File: config.mk
export PLATFORM = sky130hd
export DESIGN_NAME = rlts_supervisor
export DESIGN_NICKNAME = d
export VERILOG_FILES = /design/src/rlts_supervisor.v /design/src/rlts_queue.v
export VERILOG_INCLUDE_DIRS = /design/src
export SDC_FILE = /design/constraint.sdc
export NUM_CORES = 1
export LEC_CHECK = 0
export BUFFER_PORTS_ARGS = -buffer_cell sky130_fd_sc_hd__buf_2
export CAP_MARGIN = 20
export CORE_AREA = 2 2 403 205
export CTS_CLUSTER_SIZE = 25
export DETAILED_ROUTE_END_ITERATION = 7
export DIE_AREA = 0 0 405 207
export MAX_ROUTING_LAYER = met4
export PLACE_DENSITY = 0.75
export SLEW_MARGIN = 25
export SYNTH_ARGS = -nofsm -noshare
export SYNTH_HDL_FRONTEND = slang
export SYNTH_SLANG_ARGS = --single-unit
File: constraint.sdc
create_clock -name ref_clk -period 3.25 [get_ports ref_clk]
set_clock_uncertainty 0.05 [all_clocks]
set_input_delay 0.1625 -clock ref_clk [delete_from_list [all_inputs] [get_ports ref_clk]]
set_output_delay 0.1625 -clock ref_clk [all_outputs]
set_load 0.02 [all_outputs]
File: src/rlts_defs.vh
`ifndef RLTS_DEFS_VH
`define RLTS_DEFS_VH
// transmission cycle figures
`define RLTS_CYCLE_NS 4800000
`define RLTS_CLK_NS 50
`define RLTS_CYCLE_CLKS (`RLTS_CYCLE_NS / `RLTS_CLK_NS)
// retry cap
`define RLTS_MAX_RETRY 2'h2
// alive indication period in transmission cycles
`define RLTS_ALIVE_CYCLES 8'h0a
// fifo sizing
`define RLTS_MSG_W 32
`define RLTS_TXQ_AW 4
`define RLTS_RXQ_AW 4
// tx states
`define RLTS_ST_IDLE 2'h0
`define RLTS_ST_SEND 2'h1
`define RLTS_ST_WAIT 2'h2
`endif

File: src/rlts_supervisor.v
`timescale 1ns/1ps
`include "rlts_defs.vh"
module rlts_supervisor #(
  parameter CYCLE_CLKS = `RLTS_CYCLE_CLKS,
  parameter W = `RLTS_MSG_W
) (
  input wire ref_clk,
  input wire rst,
  input wire [W-1:0] local_tx_data,
  input wire local_tx_valid,
  output wire [W-1:0] local_rx_data,
  output wire local_rx_valid,
  input wire local_rx_ready,
  output reg [W-1:0] radio_tx_data,
  output reg radio_tx_strobe,
  input wire ack_in,
  input wire nack_in,
  input wire channel_blocked,
  input wire [W-1:0] radio_rx_data,
  input wire radio_rx_good,
  input wire radio_rx_lost,
  input wire [7:0] up_thresh,
  input wire [7:0] down_thresh,
  input wire sub_link,
  input wire sub_device,
  output reg link_up,
  output reg link_status_valid,
  output reg device_alive,
  output reg tx_drop,
  output reg tx_overflow,
  output wire rx_overflow
);
  // slot timing, sequencer and link state
  reg [31:0] slot_cnt;
  reg slot_tick;
  reg [1:0] state;
  reg [1:0] retry;
  reg [7:0] good_run;
  reg [7:0] lost_run;
  reg [7:0] alive_cnt;
  reg link_int;
  reg head_gone;
  wire [W-1:0] txq_data;
  wire txq_valid;
  reg txq_take;
  wire txq_drop;
  wire head_lost = head_gone | txq_drop; // head already pushed out by overflow
  // zero thresholds act as one
  wire [7:0] up_eff = (up_thresh == 8'h00) ? 8'h01 : up_thresh;
  wire [7:0] dn_eff = (down_thresh == 8'h00) ? 8'h01 : down_thresh;

  // transmit queue
  rlts_queue #(.W(W), .AW(`RLTS_TXQ_AW)) u_txq (
    .ref_clk(ref_clk),
    .rst(rst),
    .in_data(local_tx_data),
    .in_valid(local_tx_valid),
    .out_data(txq_data),
    .out_valid(txq_valid),
    .out_take(txq_take),
    .drop(txq_drop)
  );

  // receive buffer toward the local bus
  rlts_queue #(.W(W), .AW(`RLTS_RXQ_AW)) u_rxq (
    .ref_clk(ref_clk),
    .rst(rst),
    .in_data(radio_rx_data),
    .in_valid(radio_rx_good),
    .out_data(local_rx_data),
    .out_valid(local_rx_valid),
    .out_take(local_rx_ready),
    .drop(rx_overflow)
  );

  // transmission slot timer
  always @(posedge ref_clk) begin
    if (rst) begin
      slot_cnt <= 32'h00000000;
      slot_tick <= 1'b0;
    end else if (slot_cnt == CYCLE_CLKS - 1) begin
      slot_cnt <= 32'h00000000;
      slot_tick <= 1'b1;
    end else begin
      slot_cnt <= slot_cnt + 32'h00000001;
      slot_tick <= 1'b0;
    end
  end

  // transmit sequencer: head of queue stays until acked or out of retries
  always @(posedge ref_clk) begin
    if (rst) begin
      state <= `RLTS_ST_IDLE;
      retry <= 2'h0;
      radio_tx_data <= {W{1'b0}};
      radio_tx_strobe <= 1'b0;
      txq_take <= 1'b0;
      tx_drop <= 1'b0;
    end else begin
      radio_tx_strobe <= 1'b0;
      txq_take <= 1'b0;
      tx_drop <= 1'b0;
      case (state)
        `RLTS_ST_IDLE: begin
          if (slot_tick && txq_valid && !txq_take && !channel_blocked) begin
            radio_tx_data <= txq_data;
            radio_tx_strobe <= 1'b1;
            retry <= 2'h0;
            state <= `RLTS_ST_WAIT;
          end
        end
        `RLTS_ST_SEND: begin
          if (slot_tick && !channel_blocked) begin
            radio_tx_strobe <= 1'b1;
            state <= `RLTS_ST_WAIT;
          end
        end
        `RLTS_ST_WAIT: begin
          if (ack_in) begin
            txq_take <= !head_lost;
            state <= `RLTS_ST_IDLE;
          end else if (nack_in || slot_tick) begin
            if (retry == `RLTS_MAX_RETRY) begin
              txq_take <= !head_lost;
              tx_drop <= 1'b1;
              state <= `RLTS_ST_IDLE;
            end else begin
              retry <= retry + 2'h1;
              if (slot_tick && !channel_blocked) begin
                radio_tx_strobe <= 1'b1;
              end else begin
                state <= `RLTS_ST_SEND;
              end
            end
          end
        end
        default: begin
          state <= `RLTS_ST_IDLE;
        end
      endcase
    end
  end

  // overflow may discard the message in flight; its completion pops no second one unless the overflow push lands on the same edge as the completion
  always @(posedge ref_clk) begin
    if (rst) begin
      head_gone <= 1'b0;
    end else if (state == `RLTS_ST_IDLE) begin
      head_gone <= 1'b0;
    end else if (txq_drop) begin
      head_gone <= 1'b1;
    end
  end

  // link supervision from consecutive good and lost runs
  always @(posedge ref_clk) begin
    if (rst) begin
      good_run <= 8'h00;
      lost_run <= 8'h00;
      link_int <= 1'b0;
    end else if (radio_rx_good) begin
      lost_run <= 8'h00;
      if (good_run != 8'hff) begin
        good_run <= good_run + 8'h01;
      end
      if (good_run + 8'h01 >= up_eff) begin
        link_int <= 1'b1;
      end
    end else if (radio_rx_lost) begin
      good_run <= 8'h00;
      if (lost_run != 8'hff) begin
        lost_run <= lost_run + 8'h01;
      end
      if (lost_run + 8'h01 >= dn_eff) begin
        link_int <= 1'b0;
      end
    end
  end

  // alive counter in slots
  always @(posedge ref_clk) begin
    if (rst) begin
      alive_cnt <= 8'h00;
    end else if (slot_tick) begin
      alive_cnt <= (alive_cnt == `RLTS_ALIVE_CYCLES - 8'h01) ? 8'h00 : alive_cnt + 8'h01;
    end
  end

  // status outputs gated by subscription, except tx_overflow
  always @(posedge ref_clk) begin
    if (rst) begin
      link_up <= 1'b0;
      link_status_valid <= 1'b0;
      device_alive <= 1'b0;
      tx_overflow <= 1'b0;
    end else begin
      link_up <= sub_link & link_int;
      link_status_valid <= sub_link;
      device_alive <= sub_device & slot_tick & (alive_cnt == 8'h00);
      tx_overflow <= txq_drop;
    end
  end
endmodule

File: src/rlts_queue.v
`timescale 1ns/1ps
`include "rlts_defs.vh"
// oldest-first message queue; a push into a full queue drops the oldest entry
module rlts_queue #(
  parameter W = `RLTS_MSG_W,
  parameter AW = `RLTS_TXQ_AW
) (
  input wire ref_clk,
  input wire rst,
  input wire [W-1:0] in_data,
  input wire in_valid,
  output wire [W-1:0] out_data,
  output wire out_valid,
  input wire out_take,
  output reg drop
);
  localparam [AW:0] DEPTH = {1'b1, {AW{1'b0}}};
  reg [W-1:0] mem [0:(1<<AW)-1];
  reg [AW:0] wr_ptr;
  reg [AW:0] rd_ptr;
  wire [AW:0] count = wr_ptr - rd_ptr;
  wire full = (count == DEPTH);
  wire take = out_take && out_valid;
  assign out_valid = (count != {(AW+1){1'b0}});
  assign out_data = mem[rd_ptr[AW-1:0]];
  // storage write
  always @(posedge ref_clk) begin
    if (in_valid) begin
      mem[wr_ptr[AW-1:0]] <= in_data;
    end
  end
  // pointers; overflow advances the read pointer, discarding the oldest
  always @(posedge ref_clk) begin
    if (rst) begin
      wr_ptr <= {(AW+1){1'b0}};
      rd_ptr <= {(AW+1){1'b0}};
      drop <= 1'b0;
    end else begin
      drop <= in_valid && full && !take;
      if (in_valid) begin
        wr_ptr <= wr_ptr + 1'b1;
      end
      if (take || (in_valid && full)) begin
        rd_ptr <= rd_ptr + 1'b1;
      end
    end
  end
endmodule

# == Word level (Yosys, flattened, before mapping) ==
# Memories as Yosys holds them, arrays and structs flattened. A register that Yosys moved wholly into a read port is not among the register bits.
# Index checks and enable logic that the tools add are counted.
# op_classes
addsub,11
order_cmp,2
n_eq_ne,18
n_mux,39
bitwise,6
n_reduce_logical,38
# ops
op,count
two-way mux 8 bit,6
"adder 32 x 1 -> 32 bit, second input constant",1
"== test 32 x 17 -> 1 bit, second input constant",1
"adder 8 x 1 -> 8 bit, second input constant",3
logical NOT 8 bit,3
"adder 5 x 1 -> 5 bit, second input constant",4
two-way mux 2 bit,10
two-way mux 1 bit,18
greater-or-equal comparator 8 bit,2
"inequality test 8 bit, second input constant",2
"== test 5 bit, second input constant",2
logical AND 1 bit,10
"inequality test 2 bit, second input constant",5
nonzero test 5 bit,2
subtractor 5 bit,2
"== test 8 x 4 -> 1 bit, second input constant",1
two-way mux 4 bit,2
OR reduction 2 bit,4
one-hot mux 2 bit (3 select lines),1
AND reduction 2 bit,3
nonzero test 2 bit,3
logical NOT 1 bit,5
AND reduction 5 bit,1
"== test 2 bit, second input constant",2
15 further kinds,21
# totals
ff_bits,92
ramBits,1024
inputBits,91
output_inout_bits,72
n_memories,2
# memory_table
memory,words,width,read_ports,rd_ports_with_merged_regs,wr,line,text
u_rxq.mem,16,32,1,1,1,rlts_queue.v:18,reg [W-1:0] mem [0:(1<<AW)-1];
u_txq.mem,16,32,1,1,1,rlts_queue.v:18,

# == Depth between registers and ports, before layout ==
# logic_depth
word_depth,7
mapped_depth,12

# == By module ==
# Synthesis repeated with hierarchy kept, for this count alone.
# hier_totals
cells_unflattened,2189
area_unflattened_um2,44905.6
# modules_own_cells
mod,instances,cells_each,area_per_inst_um2
rlts_queue at u_txq,1,817,20094.3
rlts_queue at u_rxq,1,815,20056.7
rlts_supervisor,1,557,4754.6

# == Worst setup path before layout ==
# No wires, ideal clock.
# synth_timing
path_type,register to register
start,register u_txq.rd_ptr[1]
end,register retry[0]
t_arrival_ns,3.032
t_required_ns,3.077
path_slack_ns,0.044
stages_incl_launch_ff,12
n_path_buf,3
cell_sequence,dfxtp_1 -> clkbuf_1 -> clkbuf_1 -> clkbuf_1 -> inv_1 -> ha_1 -> nor2b_1 -> or4_1 -> a21oi_2 -> a211oi_4 -> nor2b_1 -> mux2_1
# synth_between
elab_chain_cells,7
# synth_rtl
element,line,text
start: declaration,rlts_queue.v:20,reg [AW:0] rd_ptr;
start signal: assignment,rlts_queue.v:36,rd_ptr <= {(AW+1){1'b0}};
start signal: assignment,rlts_queue.v:44,rd_ptr <= rd_ptr + 1'b1;
subtractor 5 bit,rlts_queue.v:21,wire [AW:0] count = wr_ptr - rd_ptr;
nonzero test 5 bit,rlts_queue.v:24,assign out_valid = (count != {(AW+1){1'b0}});
logical AND 1 bit (3 in a row),rlts_supervisor.v:105,if (slot_tick && txq_valid && !txq_take && !channel_blocked) begin
inequality test 2 bit (no source line),-,
AND reduction 5 bit (no source line),-,
end signal: assignment,rlts_supervisor.v:128,retry <= retry + 2'h1;
end: declaration,rlts_supervisor.v:37,reg [1:0] retry;
# Every way passes these cells.
# A chain may end at the register's enable or synchronous reset.

# == Worst setup path in the final report ==
# layout_timing
start,register u_rxq.wr_ptr[3]
end,output local_rx_valid
# layout_between
elab_chain_cells,2
# layout_rtl
element,line,text
start: declaration,rlts_queue.v:19,reg [AW:0] wr_ptr;
start signal: assignment,rlts_queue.v:35,wr_ptr <= {(AW+1){1'b0}};
start signal: assignment,rlts_queue.v:41,wr_ptr <= wr_ptr + 1'b1;
subtractor 5 bit,rlts_queue.v:21,
nonzero test 5 bit,rlts_queue.v:24,
end: declaration,rlts_supervisor.v:12,"output wire local_rx_valid,"
# Every way passes these cells.

==> metrics.yaml <==
p_leak_nw: 16.6
synth_seq_cells: 1152
start_kind: "flop"
worstReg2RegStart: "u_txq.rd_ptr[2]"
async_flop_share: 0
worst_ep_required_time_ps: 3040
area_growth_pct: 14.8
worstSetupEndpointType: "output port"
viasPerCell: 6.21
ys_top_cells_by_area: "edfxtp_1, mux4_2, dfxtp_1"
grt_antenna_before_repair: 2
yosysTopAreaCell: "edfxtp_1"
final_net_count: 2662
synth_cell_type_count: 63
whs_ps: 43.8
cts_buffer_depth: 3
die-area_um2: 83800
routed_wl_mm: 101
fin_area_um2: 51300
syn_inst: 2226
critPathKind: "reg2out"
syn_area_um2: 44700
worstMarginPinSlew_ps: 1050
min_period_over_period: 0.953
fin_crit_ps: 3100
cts_sinks: 1152
ys.flop_type: "edfxtp_1"
rsz0062_at_grt: "no"
layout-drive-gt1-share: 0.275
avgSynthCellArea_um2: 20.1
drt_first_pass_iters: 6
synth_top_cell_area_share: 0.688
htree_levels: 3
vias: 23100
drc: 0
clock_latency_ps: 690
synth_edf_count: 1024
place_ws_ps: 325
overflow: 0
crit_fanout: 6
combPwrFrac: 0.159
hold_path.class: "in2reg"
r2r_setup_slack_ps: 170
grt_max_degree: 132
first_global_vias: 22900
place_congestion: 0.874
worstHoldEndpoint: "link_int"
ant_nets: 0
rows: 74
peakVddDrop_mv: 0.482
setup_viol: 0
maxSlewHeadroom: 0.298
drv_slew: 0
p_seq_frac: 0.492
worstRegToRegCells: 9
cts_tree: "done"
start_util: 0.554
drtIter0Drc: 2770
p_per_area_nw_per_um2: 653
fin_tns_setup_ps: 0
maxCapViolations: 0
ys_warn_count: 0
hpwl_mm: 57.5
arrival_ps: 2880
coreArea_um2: 80600
portBuffers: 162
syn_nets: 2358
whs_path_depth: 6
stdcell_count: 3716
grt_pass1_wl_mm: 150
clk_pin_slew_worst_paths_ps: 70
min_from: "down_thresh[7]"
cts_buffers: 98
wl_per_cell_um: 27.2
fin_ws_ps: 154
placed_cell_area_um2: 47300
grtUsageTotal: 0.251
intPower_w: 0.0254
max_freq_mhz: 323
die_w_um: 405
die_y_um: 207
finalHoldViolCount: 0
p_switching_w: 0.00803
clock_power_share: 0.350
status: "finished, final reports clean"
io-pin-count: 163
r2r-end: "radio_tx_data[16]"
dp_cells: 3456
p_sw_frac: 0.240
root_buffer: "clkbuf_16"
cp-startpoint: "u_rxq.wr_ptr[3]"
seq_area_frac_synth: 0.746
## through the flow
stage	utilization	power (W)
after floorplan	-	0.0206
after global placement	0.587	0.0219
after detailed placement	0.587	0.0220
after CTS	0.636	0.0337
after global routing	0.636	0.0346
final	0.636	0.0335
## registers in the layout, indices dropped and copies added, names as in the netlist, 2 cells and up, named ones only
signal         cells
u_rxq.mem        512
u_txq.mem        512
radio_tx_data     32
slot_cnt          32
alive_cnt          8
good_run           8
lost_run           8
u_rxq.rd_ptr       5
u_rxq.wr_ptr       5
u_txq.rd_ptr       5
u_txq.wr_ptr       5
retry              2
state              2
## repair_timing
| action | 4_1_cts | 5_1_grt |
|---|---|---|
| endpoints found under the setup margin | 0 | 1 |
| buffers inserted | 0 | 0 |
| gates resized for setup | 0 | 1 |
| hold buffers | 76 | 0 |
| endpoints found under the hold margin | 1084 | 0 |
## power by group through the flow
stage / Sequential, W / Combinational, W / Clock, W
global placement: 0.0168 / 0.00516 / 0
detailed placement: 0.0168 / 0.00525 / 0
CTS: 0.0165 / 0.00536 / 0.0119
global route: 0.0165 / 0.00569 / 0.0125
finish: 0.0165 / 0.00532 / 0.0117
floorplan: 0.0167 / 0.00393 / 0
## cell usage in the layout (no fill, tap or decap), types with 15 or more instances in the layout
master / synthesis / routed
inv_1: 42 / 42
buf_12: 0 / 25
clkbuf_16: 0 / 100
and3_1: 16 / 16
nand2_1: 71 / 71
buf_4: 0 / 42
a21oi_1: 25 / 25
nor4_1: 15 / 15
dfxtp_1: 128 / 122
a22oi_1: 64 / 64
and2_2: 0 / 32
clkinv_2: 0 / 19
dlygate4sd3_1: 0 / 76
ha_1: 41 / 41
xnor2_1: 30 / 30
xor2_1: 33 / 33
edfxtp_1: 1024 / 1024
mux2i_1: 39 / 39
mux4_2: 288 / 288
nor2_1: 127 / 123
clkbuf_1: 61 / 24
nand3_1: 20 / 20
buf_2: 25 / 161
## worst max path at each step
stage	endpoint	slack, ps	cells past startpoint
floorplan	retry[0]	40	11
global placement	radio_tx_data[22]	480	9
detailed placement	radio_tx_data[16]	330	9
CTS	local_rx_data[8]	80	4
global route	local_rx_data[23]	2	4
finish	local_rx_valid	150	6
## layout make-up
| type | instances | area, um2 |
|---|---|---|
| well taps | 1102 | 1380 |
| clock inverters | 53 | 503 |
| diodes | 1 | 2.50 |
| repair buffers | 305 | 2410 |
| flip-flops and latches | 1152 | 33300 |
| multi-input cells | 931 | 10800 |
| inverters | 42 | 158 |
| fillers | 5289 | 29400 |
| clock buffers | 130 | 2680 |
## cells by family (layout without fill, tap and decap cells)
family,Yosys count,count (layout),synth area share
compound gates,143,143,0.0237
other cells,0,1,0
fa+ha+maj,41,41,0.0115
simple gates,353,353,0.0384
mux,330,330,0.155
buf+inv,143,530,0.0132
flops,1152,1152,0.746
xor+xnor,64,64,0.0127
## layer usage
metal | routed length (um) | share of wire | vias to the layer above | track usage
met4 | 1440 | 0.014 | 0 | 0.0486
li1 | - | - | 9672 | -
met1 | 44500 | 0.44 | 12100 | 0.390
met3 | 9410 | 0.093 | 132 | 0.0469
met5 | 0 | 0 | - | -
met2 | 45600 | 0.45 | 1215 | 0.351
## synthesized netlist by cell type (all sizes together) (3+ instances only)
| cell type | number |
|---|---|
| or2 | 4 |
| or3 | 7 |
| nor4 | 15 |
| nand3 | 20 |
| a22oi | 64 |
| xor2 | 34 |
| a21oi | 27 |
| ha | 41 |
| mux4 | 288 |
| edfxtp | 1024 |
| mux2i | 39 |
| nand3b | 4 |
| nand2b | 5 |
| nor4bb | 3 |
| nor3 | 13 |
| a311oi | 3 |
| o21ai | 13 |
| mux2 | 3 |
| a21o | 6 |
| and3 | 17 |
| nor2b | 8 |
| a41o | 3 |
| a211oi | 9 |
| nor2 | 127 |
| buf | 40 |
| clkbuf | 61 |
| a31oi | 4 |
| nand2 | 71 |
| and2 | 35 |
| nand4 | 12 |
| inv | 42 |
| xnor2 | 30 |
| dfxtp | 128 |
## worst max-delay path: stages, from the launching register on
cell,delay [ps]
dfxtp_1,460
ha_1,310
or2_0,210
a2111o_1,460
a21o_2,260
or3_1,310
buf_2,190
Note: power is estimated with default switching activity, not from simulation.
